File: src/core/swap_dir_pkg.sv
// Constants and helpers for the nibble-swap and direction-load executor
package swap_dir_pkg;

   // ---------------------------------------------------------------
   // Widths
   // ---------------------------------------------------------------
   localparam int DATA_W = 8;
   localparam int INSTR_W = 14;
   localparam int FILE_ADDR_W = 7;
   localparam int ADDR_W = 8;
   localparam int DIR_COUNT = 3;

   // ---------------------------------------------------------------
   // Instruction encodings
   // ---------------------------------------------------------------
   localparam logic [5:0] SWAP_OPCODE = 6'h0E;
   localparam logic [10:0] DIRLOAD_OPCODE = 11'h00C;
   localparam int DEST_BIT = 7;
   localparam logic [2:0] DIRLOAD_FIRST = 3'h5;

   // ---------------------------------------------------------------
   // Direction register map and reset values
   // ---------------------------------------------------------------
   localparam logic [ADDR_W-1:0] DIR_ADDR_FIRST = 8'h85;
   localparam logic [ADDR_W-1:0] DIR_ADDR_LAST = 8'h87;
   localparam logic [DATA_W-1:0] DIR_RESET = 8'hFF;
   localparam logic [DATA_W-1:0] W_RESET = 8'h00;

   function automatic logic op_is_swap(input logic [INSTR_W-1:0] i);
      op_is_swap = (i[13:8] == SWAP_OPCODE);
   endfunction : op_is_swap

   // Operands outside 5..7 do not name a direction register
   function automatic logic op_is_dirload(input logic [INSTR_W-1:0] i);
      op_is_dirload = (i[13:3] == DIRLOAD_OPCODE)
         && (i[2:0] >= DIRLOAD_FIRST);
   endfunction : op_is_dirload

   function automatic logic [DATA_W-1:0] swap_nibbles(
      input logic [DATA_W-1:0] v);
      swap_nibbles = {v[3:0], v[7:4]};
   endfunction : swap_nibbles

   function automatic logic is_dir_addr(input logic [ADDR_W-1:0] a);
      is_dir_addr = (a >= DIR_ADDR_FIRST) && (a <= DIR_ADDR_LAST);
   endfunction : is_dir_addr

   function automatic logic [1:0] dir_index(input logic [ADDR_W-1:0] a);
      dir_index = 2'(a - DIR_ADDR_FIRST);
   endfunction : dir_index

endpackage : swap_dir_pkg

File: src/core/swap_dir_exec.sv
// Executor for the nibble-swap and direction-load instructions
`timescale 1ns/1ps

module swap_dir_exec
   import swap_dir_pkg::*;
   #(parameter int RAM_DEPTH = 128)
   (
   // Clock and reset
   input wire logic clock,
   input wire logic sys_rst,
   // Instruction from decode
   input wire logic instr_valid,
   input wire logic [INSTR_W-1:0] instr,
   input wire logic bank_sel,
   // Working register load from the rest of the core
   input wire logic w_load_en,
   input wire logic [DATA_W-1:0] w_load_data,
   // Addressed register access
   input wire logic reg_wr_en,
   input wire logic reg_rd_en,
   input wire logic [ADDR_W-1:0] reg_addr,
   input wire logic [DATA_W-1:0] reg_wr_data,
   output logic reg_wr_done,
   output logic reg_rd_valid,
   output logic [DATA_W-1:0] reg_rd_data,
   // Core state
   output logic [DATA_W-1:0] w_reg,
   output logic [DATA_W-1:0] dir_a,
   output logic [DATA_W-1:0] dir_b,
   output logic [DATA_W-1:0] dir_c,
   output logic retire
   );

   // ---------------------------------------------------------------
   // Decode stage
   // ---------------------------------------------------------------
   logic d_swap;
   logic d_dirload;
   logic [ADDR_W-1:0] d_addr;
   logic s1_valid;
   logic s1_swap;
   logic s1_dest;
   logic [ADDR_W-1:0] s1_addr;
   logic [1:0] s1_dir;

   always_comb
   begin
      d_swap = instr_valid && op_is_swap(instr);
      d_dirload = instr_valid && op_is_dirload(instr);
      d_addr = {bank_sel, instr[FILE_ADDR_W-1:0]};
   end

   always_ff @(posedge clock)
   begin
      if (sys_rst)
      begin
         s1_valid <= 1'b0;
         s1_swap <= 1'b0;
         s1_dest <= 1'b0;
         s1_addr <= '0;
         s1_dir <= '0;
      end
      else
      begin
         s1_valid <= d_swap || d_dirload;
         s1_swap <= d_swap;
         s1_dest <= instr[DEST_BIT];
         s1_addr <= d_addr;
         s1_dir <= 2'(instr[2:0] - DIRLOAD_FIRST);
      end
   end

   // ---------------------------------------------------------------
   // File memory and forwarding
   // ---------------------------------------------------------------
   logic [DATA_W-1:0] dir_q [0:DIR_COUNT-1];
   logic [DATA_W-1:0] ram_q;
   logic [DATA_W-1:0] src;
   logic [DATA_W-1:0] swapped;
   logic ex_swap_w;
   logic ex_back;
   logic ex_dirload;
   logic ex_busy;
   logic ram_we;
   logic [FILE_ADDR_W-1:0] ram_waddr;
   logic [DATA_W-1:0] ram_wdata;
   logic fwd_valid;
   logic [FILE_ADDR_W-1:0] fwd_addr;
   logic [DATA_W-1:0] fwd_data;
   logic ext_wr_ok;
   logic ext_rd_ok;

   // The memory read misses a write landing on the same edge, so the
   // last write is held and forwarded to a back-to-back swap source read; addressed reads are not forwarded
   always_comb
   begin
      if (is_dir_addr(s1_addr))
         src = dir_q[dir_index(s1_addr)];
      else if (fwd_valid && (fwd_addr == s1_addr[FILE_ADDR_W-1:0]))
         src = fwd_data;
      else
         src = ram_q;
      swapped = swap_nibbles(src);
      ex_swap_w = s1_valid && s1_swap && !s1_dest;
      ex_back = s1_valid && s1_swap && s1_dest;
      ex_dirload = s1_valid && !s1_swap;
      ex_busy = ex_back || ex_dirload;
      ext_wr_ok = reg_wr_en && !ex_busy;
      ext_rd_ok = reg_rd_en && !d_swap;
      ram_we = (ex_back && !is_dir_addr(s1_addr))
         || (ext_wr_ok && !is_dir_addr(reg_addr));
      ram_waddr = ex_back ? s1_addr[FILE_ADDR_W-1:0]
         : reg_addr[FILE_ADDR_W-1:0];
      ram_wdata = ex_back ? swapped : reg_wr_data;
   end

   file_ram #(
      .WIDTH(DATA_W),
      .DEPTH(RAM_DEPTH),
      .AW(FILE_ADDR_W)
   ) u_ram (
      .clock(clock),
      .wr_en(ram_we),
      .wr_addr(ram_waddr),
      .wr_data(ram_wdata),
      .rd_addr(d_swap ? d_addr[FILE_ADDR_W-1:0]
         : reg_addr[FILE_ADDR_W-1:0]),
      .rd_data(ram_q)
   );

   always_ff @(posedge clock)
   begin
      if (sys_rst)
      begin
         fwd_valid <= 1'b0;
         fwd_addr <= '0;
         fwd_data <= '0;
      end
      else
      begin
         fwd_valid <= ram_we;
         fwd_addr <= ram_waddr;
         fwd_data <= ram_wdata;
      end
   end

   // ---------------------------------------------------------------
   // Working and direction registers
   // ---------------------------------------------------------------
   // Execution wins over a plain W load in the same cycle
   always_ff @(posedge clock)
   begin
      if (sys_rst)
         w_reg <= W_RESET;
      else if (ex_swap_w)
         w_reg <= swapped;
      else if (w_load_en)
         w_reg <= w_load_data;
   end

   always_ff @(posedge clock)
   begin
      if (sys_rst)
      begin
         for (int k = 0; k < DIR_COUNT; k++)
            dir_q[k] <= DIR_RESET;
      end
      else if (ex_dirload)
         dir_q[s1_dir] <= w_reg;
      else if (ex_back && is_dir_addr(s1_addr))
         dir_q[dir_index(s1_addr)] <= swapped;
      else if (ext_wr_ok && is_dir_addr(reg_addr))
         dir_q[dir_index(reg_addr)] <= reg_wr_data;
   end

   assign dir_a = dir_q[0];
   assign dir_b = dir_q[1];
   assign dir_c = dir_q[2];

   // ---------------------------------------------------------------
   // Addressed access answers and retire
   // ---------------------------------------------------------------
   logic rd_pend;
   logic rd_pend_dir;
   logic [DATA_W-1:0] rd_pend_dir_data;

   always_ff @(posedge clock)
   begin
      if (sys_rst)
      begin
         rd_pend <= 1'b0;
         rd_pend_dir <= 1'b0;
         rd_pend_dir_data <= '0;
         reg_rd_valid <= 1'b0;
         reg_rd_data <= '0;
         reg_wr_done <= 1'b0;
      end
      else
      begin
         rd_pend <= ext_rd_ok;
         rd_pend_dir <= is_dir_addr(reg_addr);
         // Only a direction address may index the three-entry array
         rd_pend_dir_data <= is_dir_addr(reg_addr)
            ? dir_q[dir_index(reg_addr)] : '0;
         reg_rd_valid <= rd_pend;
         reg_rd_data <= rd_pend_dir ? rd_pend_dir_data : ram_q;
         reg_wr_done <= ext_wr_ok;
      end
   end

   // Status flags are never driven from here
   always_ff @(posedge clock)
   begin
      if (sys_rst)
         retire <= 1'b0;
      else
         retire <= s1_valid;
   end
endmodule : swap_dir_exec

File: src/core/file_ram.sv
// File register memory with registered read data
`timescale 1ns/1ps

module file_ram
   #(parameter int WIDTH = 8,
     parameter int DEPTH = 128,
     parameter int AW = 7)
   (
   // Clock
   input wire logic clock,
   // Write port
   input wire logic wr_en,
   input wire logic [AW-1:0] wr_addr,
   input wire logic [WIDTH-1:0] wr_data,
   // Read port
   input wire logic [AW-1:0] rd_addr,
   output logic [WIDTH-1:0] rd_data
   );

   logic [WIDTH-1:0] mem [0:DEPTH-1];

   // Read before write: a same-edge write is not seen by the read
   always_ff @(posedge clock)
   begin
      if (wr_en)
      begin
         mem[wr_addr] <= wr_data;
      end
   end

   always_ff @(posedge clock)
   begin
      rd_data <= mem[rd_addr];
   end

endmodule : file_ram

File: config.mk
export PLATFORM = sky130hd
export DESIGN_NAME = swap_dir_exec
export DESIGN_NICKNAME = d
export VERILOG_FILES = /design/src/core/swap_dir_pkg.sv /design/src/core/swap_dir_exec.sv /design/src/core/file_ram.sv
export SDC_FILE = /design/constraint.sdc
export NUM_CORES = 2
export LEC_CHECK = 0
export BUFFER_PORTS_ARGS = -buffer_cell sky130_fd_sc_hd__buf_2
export CAP_MARGIN = 40
export CORE_ASPECT_RATIO = 1.2
export CORE_MARGIN = 8
export CORE_UTILIZATION = 40
export CTS_CLUSTER_DIAMETER = 150
export DETAILED_ROUTE_END_ITERATION = 6
export PLACE_DENSITY_LB_ADDON = 0.2
export SYNTH_ARGS = -nofsm -noshare
export SYNTH_HDL_FRONTEND = slang
export SYNTH_SLANG_ARGS = --single-unit
File: constraint.sdc
create_clock -name clock -period 5 [get_ports clock]
set_input_delay 0.5 -clock clock [delete_from_list [all_inputs] [get_ports clock]]
set_output_delay 0.5 -clock clock [all_outputs]
set_load 0.02 [all_outputs]
# After elaboration in Yosys (flattened, before gate mapping)
# Memories as Yosys holds them, arrays and structs flattened. A register that Yosys moved wholly into a read port is not among the register bits.
# Index checks and enable logic that the tools add are counted.
[op_classes]
n_mux = 33
n_eq_ne = 3
n_bitwise = 1
add_sub_neg = 3
n_lt_le_gt_ge = 5
n_reduce_logical = 30
[ops]
columns = ["operator", "n"]
rows = [
  ["$mux 8", 9],
  ["$reduce_or 8->1", 3],
  ["$mux 1", 19],
  ["$ge 8x8->1 const B", 2],
  ["$le 8x8->1 const B", 2],
  ["$logic_and 1x1->1", 16],
  ["$mux 7", 2],
  ["$eq 11x4->1 const B", 1],
  ["$eq 7x7->1", 1],
  ["$eq 6x4->1 const B", 1],
  ["$logic_not 1->1", 6],
  ["$mux 2", 3],
  ["$sub 2x1->2 const B", 3],
  ["$ge 3x3->1 const B", 1],
  ["$logic_or 1x1->1", 3],
  ["$reduce_bool 2->1", 1],
  ["$reduce_or 2->1", 1],
  ["$not 1->1", 1],
]
[word_totals]
memories = 2
in_bits = 45
mem_bits_rw = 1048
ff_bits = 50
[mem_list]
columns = ["memory", "words", "word_bits", "read_ports", "rd_clocked_by_memory_dff", "write_ports", "line_no", "text"]
rows = [
  ["u_ram.mem", 128, 8, 1, 1, 1, "file_ram.sv:20", "logic [WIDTH-1:0] mem [0:DEPTH-1];"],
  ["dir_q", 3, 8, 5, 1, 3, "swap_dir_exec.sv:76", "logic [DATA_W-1:0] dir_q [0:DIR_COUNT-1];"],
]

# Logic depth before layout (Yosys ltp)
[depth]
ltp_word = 13
mapped_depth = 13

# By module
# From an unflattened synthesis, not the netlist that was laid out.
[hier_totals]
hier_cells = 2007
hier_area_um2 = 43992.2
[modules_own_cells]
columns = ["mod", "area_each_um2", "n_inst", "cells_each", "seq_area_each_um2"]
rows = [
  ["file_ram", 39665.5, 1, 1635, 30909.6],
  ["swap_dir_exec", 4326.6, 1, 372, 2122.0],
]

# Least setup slack after synthesis
# No wires, ideal clock.
[synth_timing]
path_kind = "reg2reg"
startpoint = "register s1_addr[0]"
endpoint = "memory u_ram.mem[0][6], data pin"
path_buffers = 1
path_stages_with_launch = 9
setup_ns = 0.513
synth_period_minus_slack_ns = 4.158
required_time_ns = 4.487
setup_slack_ns = 0.842
arrival_ns = 3.645
path_cell_list = "dfxtp_1 clkbuf_1 xnor2_1 nand4_1 nor2_1 mux2i_1 o21ai_0 nand2_1 nand2_1"
[synth_via]
elab_chain_len = 5
elab_cells_between_ends = 10
[synth_lines]
columns = ["element", "line_no", "text"]
rows = [
  ["from (decl)", "swap_dir_exec.sv:43", "logic [ADDR_W-1:0] s1_addr;"],
  ["from (signal assigned)", "swap_dir_exec.sv:68", "s1_addr <= d_addr;"],
  ["parallel branches: the longest is 3 deep, another holds $ge 8x8->1", "n/a", ""],
  ["$mux 8 (*)", "swap_dir_exec.sv:97", "if (is_dir_addr(s1_addr))"],
  ["$mux 8 (*)", "swap_dir_exec.sv:114", "ram_wdata = ex_back ? swapped : reg_wr_data;"],
  ["net ram_wdata[6]", "swap_dir_exec.sv:86", "logic [DATA_W-1:0] ram_wdata;"],
  ["to (decl)", "file_ram.sv:20", ""],
]
# Mark *: on every way through the listed nets, which the timed path passes.

# Final worst setup path
[layout_timing]
startpoint = "input instr[12]"
endpoint = "register u_ram.rd_data[2] (read register of u_ram.mem)"
[layout_via]
elab_chain_len = 3
[layout_lines]
columns = ["element", "line_no", "text"]
rows = [
  ["from (decl)", "swap_dir_exec.sv:13", "input wire logic [INSTR_W-1:0] instr,"],
  ["$eq 6x4->1", "swap_dir_pkg.sv:30", "op_is_swap = (i[13:8] == SWAP_OPCODE);"],
  ["$logic_and 1x1->1", "swap_dir_exec.sv:48", "d_swap = instr_valid && op_is_swap(instr);"],
  ["$mux 7", "swap_dir_exec.sv:126", ".rd_addr(d_swap ? d_addr[FILE_ADDR_W-1:0]"],
  ["to (decl)", "file_ram.sv:17", "output logic [WIDTH-1:0] rd_data"],
]
# No other way between the ends.
# A chain may end at the register's enable or synchronous reset.

==> flow_metrics.env <==
export IMPL_setup_ws_ps=1220
export IMPL_grt_max_degree=82
export IMPL_cts_inserted_buffers=107
export IMPL_synth_avg_cell_area_um2=15.1
export IMPL_synthMuxAreaShare_pct=7.67
export IMPL_yosys_top_cells_count="edfxtp_1 (1056), nand2_1 (385), mux2i_1 (183)"
export IMPL_hold_viol=0
export IMPL_vias=28200
export IMPL_cts_htree_levels=3
export IMPL_cpMaxStageDelayCell="o31ai_1"
export IMPL_max_slew_worst_pin_slew_ps=1010
export IMPL_cts_sinks=1122
export IMPL_synth_ff_type="edfxtp_1"
export IMPL_detail_route_wl_per_cell_um=28.6
export IMPL_rsz0062_at_grt="no"
export IMPL_synth_most_common_cell="edfxtp_1"
export IMPL_largest_reg_flops=1024
export IMPL_grt_pass1_wl_mm=197
export IMPL_netlist_instances=2994
export IMPL_finalSetupViolations=0
export IMPL_cts_buffer_depth=3
export IMPL_gp_congestion=0.948
export IMPL_power_density_cell_area_nw_per_um2=386
export IMPL_core_area_um2=113000
export IMPL_cap_violations=0
export IMPL_cp_end_kind="register"
export IMPL_synth_fa_ha_area_share_pct=0.138
export IMPL_drt_total_wl_mm=137
export IMPL_dieArea_um2=124000
export IMPL_top_level_ports=88
export IMPL_critPathBufInv=3
export IMPL_fin_tns_setup_ps=0
export IMPL_nFillCells=9802
export IMPL_clkLatencyLatePin_ps=720
export IMPL_overflow=0
export IMPL_grt_pass1_vias=27500
export IMPL_grt_usage_pct=21.6
export IMPL_synth_compound_area_share_pct=8.75
export IMPL_cts_tree="done"
export IMPL_place_inst=4569
export IMPL_die_y_um=385
export IMPL_cp_max_fo=30
export IMPL_synthTopCellsByArea="edfxtp_1 (70%), mux2i_1 (4.0%), nand2_1 (3.2%)"
export IMPL_vdd_drop_max_v=0.000277
export IMPL_post_route_drc_count=0
export IMPL_drt_iter0_drc=3572
export IMPL_synthSimpleGateAreaFrac_pct=8.33
export IMPL_top_regs="u_ram.mem x1024, dir_q x32"
export IMPL_crit_top_cell="buf_4"
export IMPL_slew_violations=0
export IMPL_fin_crit_sh_pct=75.7
export IMPL_start_util_pct=40.2
export IMPL_cp_data_arrival_time_ps=4400
export IMPL_vias_per_cell=5.90
export IMPL_synth_top_family_by_area="compound AO/OA/AOI/OAI gates"
export IMPL_start_kind="input port"
export IMPL_fin_crit_ps=3780
export IMPL_synth_seq_area_share_pct=72.9
export IMPL_drt_first_pass_iters=5
export IMPL_place_area_um2=48400
export IMPL_dieWidth_um=323
export IMPL_synth_seq_cells=1122
export IMPL_drive_above_1_share_pct=17.5
export IMPL_critical_path_required_ps=5610
export IMPL_syn_to_final_growth_pct=15.2
export IMPL_hp_class="in2reg"
export IMPL_outcome="finished, final reports clean"
export IMPL_nets=3229
export IMPL_ant_nets=0
export IMPL_antenna_found_initial=3
export IMPL_relSlewSlack_pct=31.7
export IMPL_p_leak_uw=0.0173
export IMPL_yosys_warnings=0
export IMPL_fin_cells=4781
export IMPL_syn_cell_area_um2=45300
export IMPL_synth_nets=3044
export IMPL_yosys_area_top_type_share_pct=70.0
export IMPL_max_stage_delay_ps=620
export IMPL_fmax_mhz=264
export IMPL_io_buffers=87
export IMPL_path_cells="buf_2, nor4b_4, nand3_2, nand2_8, buf_4, buf_4, mux2i_1, a32o_1, o31ai_1, a31oi_1, nor4_1"
export IMPL_cts_clk_slew_worst_paths_ps=60
export IMPL_crit_type="in2reg"
export IMPL_cts_root_buf="clkbuf_16"
export IMPL_dp_hpwl_mm=91.1
export IMPL_cpLargestDelayFamily="simple AND/OR/NAND/NOR gates"
export IMPL_synth_xor_area_share_pct=0.135
export IMPL_clock_skew_ps=45.2
export IMPL_synth_edf_count=1056
export IMPL_synth_distinct_cells=72
export IMPL_rows=135
export IMPL_pre_cts_slack_ps=464
export IMPL_max_flop_register="u_ram.mem"
export IMPL_yosysTopAreaCell="edfxtp_1"
export IMPL_ys_async_sr_fraction_pct=0
export IMPL_final_area_um2=52200
metrics by stage:
step	util, %	total power (uW)	hold WS [ps]
2_1_floorplan	-	11300	414
3_3_place_gp	42.7	11800	473
3_5_place_dp	43.0	11800	463
4_1_cts	46.3	20300	1.61
5_1_grt	46.3	20700	45.6
6_report	46.3	20100	44.5
repair_timing:
action,CTS,global route
hold buffers,1,0
hold endpoints to repair,1,0
buffers inserted,0,0
gates resized for setup,0,0
cell usage in the layout, fill, tap and decap left out, types with 58 or more instances in the layout:
master        n
dfxtp_1      66
clkbuf_16   112
nor2_1      158
buf_4       155
edfxtp_1   1056
mux2i_1     182
nand3_1      90
a31oi_1      58
nand2_1     376
a21oi_1     112
mux4_2       64
and3_1       61
o21ai_0      66
buf_2        90
worst register-to-register path: cells and delay by family (launching register included):
kind,cells,cell delay [ps]
buffers and inverters,3,970
flip-flops,1,350
AND/OR/NAND/NOR,4,1740
AO/OA/AOI/OAI,1,120
cell families (layout without fill, tap and decap cells):
kind of cell | count (synthesis) | after routing
buffers and inverters | 201 | 480
xor gates and xnor gates | 7 | 7
adders and majority gates | 5 | 5
AOI/OAI and AO/OA | 565 | 565
other | 0 | 1
and+or+nand+nor | 829 | 829
muxes | 265 | 265
DFF | 1122 | 1122
layout make-up:
cell class	instances	area, um2	area share (%)
diodes	1	2.50	0.00479
clock buffers	136	3000	5.75
clock inverters	67	732	1.40
inverters	10	37.5	0.0719
multi-input cells	1671	11500	22.0
flip-flops and latches	1122	33000	63.3
well taps	1507	1890	3.61
repair buffers	267	2030	3.90
metal layers:
layer	global-route usage, %	wire length [um]
met1	28.6	54200
met2	35.3	65300
met3	3.11	11100
met4	9.40	6070
met5	0	0
final timing paths:
path / slack [ps] / cells past startpoint / to / from
worst max-delay path: 1220 / 11 / u_ram.rd_data[2]$_DFF_P_ / instr[12]
worst min-delay path: 40 / 2 / s1_addr[7]$_SDFF_PP0_ / bank_sel
worst max register to register: 1440 / 8 / u_ram.mem[31][5]$_DFFE_PP_ / s1_swap$_SDFF_PP0_
worst min register to register: 480 / 1 / reg_rd_valid$_SDFF_PP0_ / rd_pend$_SDFF_PP0_
power breakdown:
group	switching (uW)	internal (uW)
sequential	56.4	10300
clock	3600	4890
combinational	883	384
Power figures use the tool's default switching activity.
